===== config.mk =====
export PLATFORM = sky130hd
export DESIGN_NAME = sysclk_gen
export DESIGN_NICKNAME = d
export VERILOG_FILES = /design/src/pkg/clkgen_pkg.sv /design/src/rtl/tick_divider.sv /design/src/rtl/sysclk_gen.sv
export SDC_FILE = /design/constraint.sdc
export NUM_CORES = 1
export LEC_CHECK = 0
export BUFFER_PORTS_ARGS = -buffer_cell sky130_fd_sc_hd__clkbuf_2
export CAP_MARGIN = 20
export CORE_MARGIN = 2
export CORE_UTILIZATION = 30
export CTS_BUF_LIST = sky130_fd_sc_hd__clkbuf_4
export CTS_CLUSTER_SIZE = 10
export DETAILED_ROUTE_END_ITERATION = 16
export PLACE_DENSITY = 0.58
export SLEW_MARGIN = 20
export SYNTH_ARGS = -nofsm -noshare
export SYNTH_HDL_FRONTEND = slang
export SYNTH_SLANG_ARGS = --single-unit

===== constraint.sdc =====
create_clock -name CLK_I -period 3.65 [get_ports CLK_I]
set_input_delay 0.365 -clock CLK_I [delete_from_list [all_inputs] [get_ports CLK_I]]
set_output_delay 0.365 -clock CLK_I [all_outputs]
set_load 0.01 [all_outputs]

===== src/pkg/clkgen_pkg.sv =====
// constants, register map and encodings of the system clock generator
// How it works
// RULE1: one of three sources, strap selected
// RULE2: fast ring nominal 8 MHz, halts on stop
// RULE3: stop gates external clock, halts resonator
// RULE4: fast ring frees both oscillator pins
// RULE5: external clock drives first pin, frees second
// RULE6: slow ring 240 kHz feeds interval timers
// RULE7: slow mode register works only if allowed
// RULE8: otherwise writes ignored, watchdog source forced
// RULE9: both divider registers reset to 02H
// RULE10: divider registers take bit and byte writes
// RULE11: cpu clock from three divide bits; the code uses the single bit CPU_DIV_BIT, divide by one or four
// RULE12: peripheral clock halves or quarters system clock
// RULE13: fastest instruction lasts two cpu clocks
// RULE14: slow mode resets 00H, bit 4 halts
// RULE15: divider 00H passes system clock undivided
// RULE16: ratio changes never shorten a clock pulse
package clkgen_pkg;
   // register byte addresses on the cpu data space
   localparam logic [15:0] PERIPH_DIV_ADDR = 16'hFFF3;
   localparam logic [15:0] CPU_DIV_ADDR    = 16'hFFFB;
   localparam logic [15:0] SLOW_MODE_ADDR  = 16'hFF58;
   // reset values
   localparam logic [7:0]  DIV_RESET       = 8'h02;
   localparam logic [7:0]  SLOW_RESET      = 8'h00;
   // field positions
   localparam int          CPU_DIV_BIT     = 1;
   localparam int          PERIPH_HI_BIT   = 1;
   localparam int          PERIPH_LO_BIT   = 0;
   localparam int          SLOW_HALT_BIT   = 4;
   // writable masks, other bits read as zero
   localparam logic [7:0]  CPU_DIV_MASK    = 8'h02;
   localparam logic [7:0]  PERIPH_MASK     = 8'h03;
   localparam logic [7:0]  SLOW_MASK       = 8'h10;
   // clock source strap codes
   localparam logic [1:0]  SRC_FAST_RING   = 2'h0;
   localparam logic [1:0]  SRC_RESONATOR   = 2'h1;
   localparam logic [1:0]  SRC_EXTERNAL    = 2'h2;
   // rates in kHz; ring oscillators are fractional tick generators
   localparam int          CLK_KHZ         = 100000;
   localparam int          FAST_OSC_KHZ    = 8000;
   localparam int          SLOW_OSC_KHZ    = 240;
   localparam int          ACC_W           = 17;
   localparam logic [ACC_W-1:0] ACC_MOD    = ACC_W'(CLK_KHZ);
   localparam logic [ACC_W-1:0] FAST_STEP  = ACC_W'(FAST_OSC_KHZ);
   localparam logic [ACC_W-1:0] SLOW_STEP  = ACC_W'(SLOW_OSC_KHZ);
   // divide shifts of the prescaler
   localparam logic [2:0]  SHIFT_DIV1      = 3'h0;
   localparam logic [2:0]  SHIFT_DIV2      = 3'h1;
   localparam logic [2:0]  SHIFT_DIV4      = 3'h2;
   // cpu clocks per fastest instruction
   localparam logic [1:0]  INSN_CLOCKS     = 2'h2;
endpackage


===== src/rtl/tick_divider.sv =====
// power-of-two tick divider that changes ratio only on a period boundary
`timescale 1ns/1ps
module tick_divider (
   input  wire logic       clk_i,
   input  wire logic       rstn_i,
   input  wire logic       ce_i,
   input  wire logic       tick_i,
   input  wire logic [2:0] shift_i,
   input  wire logic [2:0] shift_rst_i,
   output logic            tick_o
);
   logic [3:0] cnt;
   logic [2:0] shift_cur;
   logic [3:0] mask;

   // terminal count mask of the active ratio
   always_comb begin
      case (shift_cur)
         3'h0:    mask = 4'h0;
         3'h1:    mask = 4'h1;
         3'h2:    mask = 4'h3;
         3'h3:    mask = 4'h7;
         default: mask = 4'hF;
      endcase
   end

   // count input ticks; a new ratio loads only when a period ends
   always_ff @(posedge clk_i) begin
      if (!rstn_i) begin
         cnt       <= 4'h0;
         shift_cur <= shift_rst_i;
         tick_o    <= 1'b0;
      end else if (ce_i) begin
         tick_o <= 1'b0;
         if (tick_i) begin
            if ((cnt & mask) == mask) begin
               tick_o    <= 1'b1;
               cnt       <= 4'h0;
               shift_cur <= shift_i; // RULE16
            end else begin
               cnt <= cnt + 4'h1;
            end
         end
      end
   end
endmodule


===== src/rtl/sysclk_gen.sv =====
// system clock source selection, prescaler and slow interval clock
`timescale 1ns/1ps
module sysclk_gen (
   input  wire logic        CLK_I,
   input  wire logic        RSTN_I,
   input  wire logic        CE_I,
   // option byte straps, caught once after reset
   input  wire logic [1:0]  CLK_SRC_SEL_I,
   input  wire logic        SLOW_STOP_ALLOWED_I,
   // cpu is executing the stop-mode instruction
   input  wire logic        STOP_I,
   // first oscillator pin level
   input  wire logic        OSC_PIN_IN_I,
   // cpu memory access port
   input  wire logic [15:0] ADDR_I,
   input  wire logic        WR_I,
   input  wire logic [7:0]  WDATA_I,
   input  wire logic        BIT_WR_I,
   input  wire logic [2:0]  BIT_SEL_I,
   input  wire logic        BIT_VAL_I,
   input  wire logic        RD_I,
   output logic [7:0]       RDATA_O,
   // clock enables of the derived clocks and the watchdog source forced flag
   output logic             SYS_TICK_O,
   output logic             PERIPH_TICK_O,
   output logic             CPU_TICK_O,
   output logic             INSN_TICK_O,
   output logic             SLOW_TICK_O,
   output logic             WDT_SRC_FORCED_O,
   // pin release and resonator drive
   output logic             OSC_PIN_IN_GPIO_O,
   output logic             OSC_PIN_OUT_GPIO_O,
   output logic             OSC_PIN_OUT_O,
   output logic             OSC_PIN_OUT_OE_O
);
   typedef enum logic [1:0] {
      SRC_FAST,
      SRC_RES,
      SRC_EXT
   } src_t;

   logic                             strap_done;
   src_t                             src;
   logic                             slow_allowed;
   logic [7:0]                       periph_div;
   logic [7:0]                       cpu_div;
   logic [7:0]                       slow_mode;
   logic                             pin_q;
   logic                             pin_rise;
   logic                             fast_tick;
   logic                             slow_tick;
   logic                             slow_run;
   logic                             fast_run;
   logic                             next_sys_tick;
   logic [2:0]                       periph_shift;
   logic [2:0]                       cpu_shift;
   logic                             periph_tick;
   logic                             cpu_tick;
   logic                             insn_phase;
   logic [clkgen_pkg::ACC_W-1:0]     acc [2];
   logic [1:0]                       osc_tick;
   logic [1:0]                       osc_run;

   // catch the option straps once, in the first enabled cycle after reset;
   // later strap movement cannot swap the clock source under a running cpu,
   // and every consumer below waits for strap_done so nothing ticks from
   // a source that was never chosen
   always_ff @(posedge CLK_I) begin
      if (!RSTN_I) begin
         strap_done   <= 1'b0;
         src          <= SRC_FAST;
         slow_allowed <= 1'b0;
      end else if (CE_I && !strap_done) begin
         strap_done   <= 1'b1;
         slow_allowed <= SLOW_STOP_ALLOWED_I;
         case (CLK_SRC_SEL_I) // RULE1
            clkgen_pkg::SRC_RESONATOR: src <= SRC_RES;
            clkgen_pkg::SRC_EXTERNAL:  src <= SRC_EXT;
            default:                   src <= SRC_FAST;
         endcase
      end
   end

   // peripheral divider register, byte or single bit writes
   // reserved bits are masked on byte writes and refused on bit writes,
   // so they always read zero; a byte write wins over a bit write
   always_ff @(posedge CLK_I) begin
      if (!RSTN_I) begin
         periph_div <= clkgen_pkg::DIV_RESET; // RULE9
      end else if (CE_I && ADDR_I == clkgen_pkg::PERIPH_DIV_ADDR) begin
         if (WR_I) begin
            periph_div <= WDATA_I & clkgen_pkg::PERIPH_MASK;
         end else if (BIT_WR_I && clkgen_pkg::PERIPH_MASK[BIT_SEL_I]) begin
            periph_div[BIT_SEL_I] <= BIT_VAL_I; // RULE10
         end
      end
   end

   // cpu divider register, byte or single bit writes
   // only the divide bit is kept, the rest reads zero
   always_ff @(posedge CLK_I) begin
      if (!RSTN_I) begin
         cpu_div <= clkgen_pkg::DIV_RESET; // RULE9
      end else if (CE_I && ADDR_I == clkgen_pkg::CPU_DIV_ADDR) begin
         if (WR_I) begin
            cpu_div <= WDATA_I & clkgen_pkg::CPU_DIV_MASK;
         end else if (BIT_WR_I && clkgen_pkg::CPU_DIV_MASK[BIT_SEL_I]) begin
            cpu_div[BIT_SEL_I] <= BIT_VAL_I; // RULE10
         end
      end
   end

   // slow mode register, byte writes only, dead unless the strap allows
   // a forbidden strap leaves the register at its reset value, so a stray
   // write can never halt the watchdog clock
   always_ff @(posedge CLK_I) begin
      if (!RSTN_I) begin
         slow_mode <= clkgen_pkg::SLOW_RESET; // RULE14
      end else if (CE_I && WR_I && slow_allowed && strap_done &&
                   ADDR_I == clkgen_pkg::SLOW_MODE_ADDR) begin
         slow_mode <= WDATA_I & clkgen_pkg::SLOW_MASK; // RULE7 RULE8
      end
   end

   // registered read port; unmapped addresses read zero
   // the data holds between reads, so a slow consumer may sample late
   always_ff @(posedge CLK_I) begin
      if (!RSTN_I) begin
         RDATA_O <= 8'h00;
      end else if (CE_I && RD_I) begin
         case (ADDR_I)
            clkgen_pkg::PERIPH_DIV_ADDR: RDATA_O <= periph_div;
            clkgen_pkg::CPU_DIV_ADDR:    RDATA_O <= cpu_div;
            clkgen_pkg::SLOW_MODE_ADDR:  RDATA_O <= slow_mode;
            default:                     RDATA_O <= 8'h00;
         endcase
      end
   end

   // run conditions of the two ring oscillators
   assign fast_run = strap_done && !STOP_I; // RULE2
   assign slow_run = strap_done &&
                     !(slow_allowed && slow_mode[clkgen_pkg::SLOW_HALT_BIT]); // RULE7 RULE8 RULE14
   assign osc_run  = {slow_run, fast_run};

   // ring oscillators as fractional accumulators at their nominal rates
   // each adds its rate in kHz every cycle and ticks when the sum passes
   // the core clock rate; the average rate is exact while single periods
   // differ by one cycle, so consumers must not count on an even spacing
   // the remainder is kept while a ring is halted
   genvar gi;
   generate
      for (gi = 0; gi < 2; gi++) begin : g_ring
         localparam logic [clkgen_pkg::ACC_W-1:0] STEP =
            (gi == 0) ? clkgen_pkg::FAST_STEP : clkgen_pkg::SLOW_STEP;
         logic [clkgen_pkg::ACC_W-1:0] sum;
         assign sum = acc[gi] + STEP;
         always_ff @(posedge CLK_I) begin
            if (!RSTN_I) begin
               acc[gi]      <= '0;
               osc_tick[gi] <= 1'b0;
            end else if (CE_I) begin
               osc_tick[gi] <= 1'b0;
               if (osc_run[gi]) begin
                  if (sum >= clkgen_pkg::ACC_MOD) begin
                     acc[gi]      <= sum - clkgen_pkg::ACC_MOD; // RULE2 RULE6
                     osc_tick[gi] <= 1'b1;
                  end else begin
                     acc[gi] <= sum;
                  end
               end
            end
         end
      end
   endgenerate

   // per-oscillator ticks under readable names
   assign fast_tick = osc_tick[0];
   assign slow_tick = osc_tick[1];

   // first oscillator pin history for edge detection
   // the history resets low, the level the pin rests at outside a clock;
   // a rise caught before the straps settle is masked by strap_done
   always_ff @(posedge CLK_I) begin
      if (!RSTN_I) begin
         pin_q <= 1'b0;
      end else if (CE_I) begin
         pin_q <= OSC_PIN_IN_I;
      end
   end

   assign pin_rise = OSC_PIN_IN_I && !pin_q;

   // pick the one system clock source; stop gates pin based clocks
   // the fast ring halts by itself, so it needs no gate here
   always_comb begin
      case (src) // RULE1
         SRC_FAST: next_sys_tick = fast_tick;
         SRC_RES:  next_sys_tick = pin_rise && !STOP_I; // RULE3
         SRC_EXT:  next_sys_tick = pin_rise && !STOP_I; // RULE3 RULE5
         default:  next_sys_tick = 1'b0;
      endcase
   end

   // registered system tick; the register keeps the pin path and the ring
   // path equally late, one cycle after the source event
   always_ff @(posedge CLK_I) begin
      if (!RSTN_I) begin
         SYS_TICK_O <= 1'b0;
      end else if (CE_I) begin
         SYS_TICK_O <= next_sys_tick && strap_done;
      end
   end

   // peripheral divide ratio; the prohibited code 11 falls back to quarter
   // so a bad write still gives a legal, slower clock
   always_comb begin
      case (periph_div[clkgen_pkg::PERIPH_HI_BIT:clkgen_pkg::PERIPH_LO_BIT])
         2'h0:    periph_shift = clkgen_pkg::SHIFT_DIV1; // RULE15
         2'h1:    periph_shift = clkgen_pkg::SHIFT_DIV2; // RULE12
         default: periph_shift = clkgen_pkg::SHIFT_DIV4; // RULE12
      endcase
   end

   // the cpu clock divides the peripheral clock once more by one or four
   // the cpu stage counts peripheral ticks, never system ticks
   assign cpu_shift = cpu_div[clkgen_pkg::CPU_DIV_BIT] ?
                      clkgen_pkg::SHIFT_DIV4 : clkgen_pkg::SHIFT_DIV1; // RULE11

   // prescaler stage for the peripheral clock
   // both stages start at quarter rate to match the reset value of the
   // dividers, so the first periods after reset are already full length
   tick_divider u_periph_div (
      .clk_i       (CLK_I),
      .rstn_i      (RSTN_I),
      .ce_i        (CE_I),
      .tick_i      (SYS_TICK_O),
      .shift_i     (periph_shift),
      .shift_rst_i (clkgen_pkg::SHIFT_DIV4),
      .tick_o      (periph_tick)
   );

   // cpu stage chained behind the peripheral clock
   // a ratio change here waits for the end of its own longer period
   tick_divider u_cpu_div (
      .clk_i       (CLK_I),
      .rstn_i      (RSTN_I),
      .ce_i        (CE_I),
      .tick_i      (periph_tick),
      .shift_i     (cpu_shift),
      .shift_rst_i (clkgen_pkg::SHIFT_DIV4),
      .tick_o      (cpu_tick)
   );

   // both outputs come straight from the divider flip-flops
   assign PERIPH_TICK_O = periph_tick;
   assign CPU_TICK_O    = cpu_tick;

   // instruction slot marker every second cpu clock
   // the first marker falls on the second cpu tick after reset
   always_ff @(posedge CLK_I) begin
      if (!RSTN_I) begin
         insn_phase  <= 1'b0;
         INSN_TICK_O <= 1'b0;
      end else if (CE_I) begin
         INSN_TICK_O <= 1'b0;
         if (cpu_tick) begin
            insn_phase  <= ~insn_phase;
            INSN_TICK_O <= (2'(insn_phase) == clkgen_pkg::INSN_CLOCKS - 2'h1); // RULE13
         end
      end
   end

   // interval clock to watchdog and 8-bit interval timer
   // the forced flag tells the watchdog that its source is fixed to the
   // slow ring and that the slow ring cannot be halted
   always_ff @(posedge CLK_I) begin
      if (!RSTN_I) begin
         SLOW_TICK_O      <= 1'b0;
         WDT_SRC_FORCED_O <= 1'b0;
      end else if (CE_I) begin
         SLOW_TICK_O      <= slow_tick; // RULE6
         WDT_SRC_FORCED_O <= strap_done && !slow_allowed; // RULE8
      end
   end

   // oscillator pin release and resonator amplifier drive
   // the pins stay claimed until the straps are known, so a resonator
   // never sees a port driver at power up; the drive stops in stop mode
   always_ff @(posedge CLK_I) begin
      if (!RSTN_I) begin
         OSC_PIN_IN_GPIO_O  <= 1'b0;
         OSC_PIN_OUT_GPIO_O <= 1'b0;
         OSC_PIN_OUT_O      <= 1'b0;
         OSC_PIN_OUT_OE_O   <= 1'b0;
      end else if (CE_I) begin
         OSC_PIN_IN_GPIO_O  <= strap_done && src == SRC_FAST; // RULE4
         OSC_PIN_OUT_GPIO_O <= strap_done && src != SRC_RES; // RULE4 RULE5
         OSC_PIN_OUT_O      <= !OSC_PIN_IN_I;
         OSC_PIN_OUT_OE_O   <= strap_done && src == SRC_RES && !STOP_I; // RULE3
      end
   end
endmodule


== Yosys cells after proc, flatten, opt, wreduce, memory -nomap -nowiden ==
Memories as Yosys holds them, arrays and structs flattened.
Index checks and enable logic that the tools add are counted.

* Bits in registers: 57
* Bits in latches: 0
* RAM bits: 34
* Memory bits (read-only): 16
* Bits of input ports: 39
* Output and inout bits: 18
* Word-level logic and storage cells: 153
* Memories: 3

{| class="wikitable"
|+ Memory list
! memory !! depth !! bits a word !! read ports !! clocked after Yosys merged registers in !! write ports !! RTL line !! source
|-
| acc || 2 || 17 || 2 || 0 || 2 || sysclk_gen.sv:60 || <nowiki>logic [clkgen_pkg::ACC_W-1:0] acc [2];</nowiki>
|-
| (no name shown) || 8 || 1 || 1 || 0 || 0 || sysclk_gen.sv:107 || <nowiki>end else if (BIT_WR_I && clkgen_pkg::CPU_DIV_MASK[BIT_SEL_I]) begin</nowiki>
|-
| (no name shown) || 8 || 1 || 1 || 0 || 0 || sysclk_gen.sv:93 || <nowiki>end else if (BIT_WR_I && clkgen_pkg::PERIPH_MASK[BIT_SEL_I]) begin</nowiki>
|}

* Add/sub/neg operators: 6
* Multipliers: 0
* Divide/modulo/power cells: 0
* Magnitude comparators: 4
* Eq/ne operators: 17
* Shift-type cells: 0
* Muxes and demuxes: 49
* Bitwise logic cells: 7
* Reduce and logical (&&, ||, !) cells: 42

{| class="wikitable"
|+ Operators with widths
! kind !! count
|-
| 2-to-1 mux 17 bit || 4
|-
| == test 16 bit (second input constant) || 3
|-
| >= comparator 17 bit (second input constant) || 2
|-
| subtractor 17 bit (second input constant) || 2
|-
| 2-to-1 mux 8 bit || 4
|-
| one-hot mux 4 bit (4 select lines) || 2
|-
| 2-to-1 mux 1 bit || 29
|-
| one-hot mux 8 bit (3 select lines) || 1
|-
| logical AND 1 bit || 22
|-
| adder 17 x 13 -> 17 bit (second input constant) || 1
|-
| adder 17 x 8 -> 17 bit (second input constant) || 1
|-
| bitwise mux 8 bit || 2
|-
| == test 3 x 2 -> 1 bit (second input constant) || 4
|-
| AND reduction 2 bit || 5
|-
| adder 4 x 1 -> 4 bit (second input constant) || 2
|-
| bitwise AND 4 bit || 2
|-
| == test 4 bit || 2
|-
| 2-to-1 mux 4 bit || 2
|-
| one-hot mux 2 bit (2 select lines) || 2
|-
| == test 2 x 1 -> 1 bit (second input constant) || 3
|-
| == test 3 x 1 -> 1 bit (second input constant) || 2
|-
| logical NOT 1 bit || 6
|-
| logical NOT 3 bit || 2
|-
| AND reduction 3 bit || 2
|-
| 12 further kinds || 18
|}

== Logic depth before layout (Yosys ltp) ==
An unclocked memory read counts as a cell.

* Depth in word-level cells: 10
* Depth in mapped cells: 10
* Depth with buffers taken out: 9

== Hierarchy ==
Synthesis repeated with hierarchy kept, for this count alone.

* Cells, all modules: 531
* Area total of the unflattened synthesis: 4,843.4 sq um

{| class="wikitable"
|+ Modules (own cells, without submodules)
! module !! times used !! cells each !! area an instance (sq um)
|-
| sysclk_gen || 1 || 441 || 3,882.5
|-
| tick_divider || 2 || 45 || 480.5
|}

== Least setup slack after synthesis ==
OpenSTA, ideal clock, no wires.

* Path kind: register to register
* Start point: mem acc[0][6] (netlist bit)
* End point: mem acc[0][12] (netlist bit), data pin
* Library setup time: 0.262 ns
* Arrival time: 2.500 ns
* Required time: 3.388 ns
* Slack: 0.887 ns
* Cell stages (with the launch flop): 8
* Clock period less this slack: 2.763 ns
* Cells stage by stage: edfxtp_1 -> ha_1 -> or4b_1 -> nor4_1 -> o32a_2 -> a21oi_2 -> o311a_1 -> mux2_1

{| class="wikitable"
|+ RTL lines
! what !! RTL line
|-
| start: declaration || sysclk_gen.sv:60
|}

==> flow_summary.ini <==
[outcome]
status = completed

[power]
finalPower_mw = 1.71
p_clk_share_pct = 30.7
p_seq_share_pct = 54.3
p_switching_uw = 498
p_sw_share_pct = 29.0
combPwrFrac_pct = 15.0
peakVddDrop_mv = 0.155
leakage_nw = 1.86
power_density_nw_per_um2 = 344
internal_power_mw = 1.22

[setup_path]
cp-start-kind = flop
cp-end-kind = flop
cp.arrival_ns = 3.24
required_ns = 3.82
worst-r2r-cell-count = 7
critical_path_class = reg -> reg
worst-path-max-fanout = 10

[drt]
ant_nets = 0
wl_per_cell_um = 13.9
drc_errors = 0
via_per_inst = 5.14
via_count = 3771
drt_iter0_drc = 182
drtPass1Iterations = 4
drt-total-wl_mm = 10.2

[yosys]
ys_async_sr_fraction_pct = 0
ys_seq_area_share_pct = 39.8
synth.net_count = 548
synth_ff_type = dfxtp_1
synth_top_cells_by_count = dfxtp_1 (51), nor2_1 (51), nand2_1 (48)
synth_cell_types = 75
synth_top_cell_area_share_pct = 23.0
synth_cells = 497
ys_top_cells_by_area = dfxtp_1 (23%), edfxtp_1 (17%), nor2_1 (4.3%)
synth_seq_cells = 76
synth_area_leader_cell = dfxtp_1
synthesis.area_um2 = 4450
synth_warnings = 0
synth_area_per_cell_um2 = 8.95
synth_edf_count = 25

[global_routing]
grt_pass1_wl_mm = 17.4
grt_start_max_net_pins = 21
antenna_found_initial = 0
grt_overflow = 0
grt_pass1_vias = 3633
use_met2_pct = 21.2
grt-busiest-layer = met2
use_met3_pct = 2.12
grtUsageMet1_pct = 17.8
grt_usage_pct = 13.2

[clocking]
post_cts_buffers = 0
cts_sinks = 76
clk_latency_ns = 0.43
cts_hold_buf = 0
cts_resized = 0
numCtsBuffers = 9
clk_pin_slew_ns = 0.12
cts_root_buf = clkbuf_4
clk_path_buf_depth = 2
cts_tree = yes
h-tree-depth = 3

[floorplanning]
start_util_pct = 30.6
die_x_um = 126
dieArea_um2 = 15800
ioPinCount = 57
die_h_um = 126
core_um2 = 14500
rows = 44

[timing]
finalHoldViolCount = 0
fin_setup_tns_ns = 0
slew_violations = 0
finClkSkew_ns = 0.0167
slew_headroom_pct = 53.5
finalCritPeriodShare_pct = 84.0
rsz0062_at_grt = false
worst_pin_slew_ns = 0.697
max_freq_mhz = 326
finalWorstSetupSlack_ns = 0.582
min_period_ns = 3.07
finalSetupViolCount = 0

[finish]
drive_gt1_share_pct = 18.2
utilization_pct = 34.3
design_area_um2 = 4980
syn_to_final_growth_pct = 12.0
antenna_cells = 0
nets = 596

[placement]
placed_area_um2 = 4840
dp_hpwl_mm = 7.43
buffer_ports.inserted = 51
gp_congestion = 0.830
preCtsSetupSlack_ns = 0.617

[worst_hold_path]
hold_class = in -> reg
worst_hold_path.num_cells = 2

[job]
maxCapViolCount = 0
==> routing by layer <==
layer  wire length (um)  up-vias
li1                   -     1937
met1               5160     1744
met2               4490       78
met3                338       12
met4                212        0
met5                  0        -
==> cell type report <==
class                      instances  area (um^2)
fill                            1521         9550
multi-input combinational        384         2480
sequential                        76         1770
timing repair buffer              56          293
tap                              184          230
clock buffer                      10         75.1
inverter                          18         67.6
clock inverter                     6         61.3
==> power by group through the flow <==
stage               clock network (mW)  registers (mW)  logic, mW
floorplan                            0           0.935      0.201
global placement                     0           0.947      0.250
detailed placement                   0           0.950      0.253
CTS                              0.543           0.931      0.256
global route                     0.584           0.937      0.287
finish                           0.526           0.931      0.257
==> final timing paths <==
check	end	startpoint	slack, ns
worst max-delay path	acc[0][14]	acc[0][6]	0.58
worst min-delay path	OSC_PIN_OUT_O	OSC_PIN_IN_I	0.14
worst max register to register	acc[0][14]	acc[0][6]	0.58
worst min register to register	periph_div[7]	periph_div[7]	0.47
==> placed cells by master (no fill, tap or decap), drive strengths merged, types with 7 or more instances in the layout <==
| master | count |
|---|---|
| mux2 | 9 |
| and3 | 7 |
| nor2 | 52 |
| inv | 21 |
| clkbuf | 61 |
| a211oi | 7 |
| nand4 | 7 |
| nor3 | 22 |
| nand2 | 48 |
| edfxtp | 25 |
| a22oi | 10 |
| nand3 | 13 |
| ha | 12 |
| dfxtp | 51 |
| a21oi | 39 |
| nor3b | 11 |
| xor2 | 11 |
| and2 | 16 |
| xnor2 | 12 |
| o21ai | 22 |
| nor4 | 10 |
==> sequential cells by signal, indices dropped and copies added, names as in the netlist, 2 cells and up <==
register	count
RDATA_O	8
src	2
u_cpu_div.cnt	2
periph_div	8
u_periph_div.cnt	3
acc	25
u_periph_div.shift_cur	2
cpu_div	8
==> critical path, cell delays in order, from the launching register on <==
cell      delay (ns)
edfxtp_1        0.60
ha_1            0.39
or4b_1          0.48
nor4_1          0.36
o32ai_1         0.20
o21ai_0         0.47
o21ai_0         0.16
nor3b_1         0.16
==> per-stage QoR <==
| stage | cells | hold slack [ns] |
|---|---|---|
| finish | 734 | 0.144 |
| global route | 734 | 0.118 |
| CTS | 734 | 0.126 |
| detailed placement | 718 | 0.441 |
| global placement | 718 | 0.436 |
| floorplan | 497 | 0.424 |
==> logic make-up (layout without fill, tap and decap cells) <==
group	after synthesis	in the layout	synth area share (%)
buffers and inverters	37	90	4.39
XOR/XNOR	23	23	4.53
adder cells (fa/ha/maj)	12	12	3.38
AND/OR/NAND/NOR	213	213	25.2
AO/OA/AOI/OAI	122	122	19.3
flip-flops	76	76	39.8
multiplexers	14	14	3.40
No activity file was read; power rests on OpenSTA's default activity.
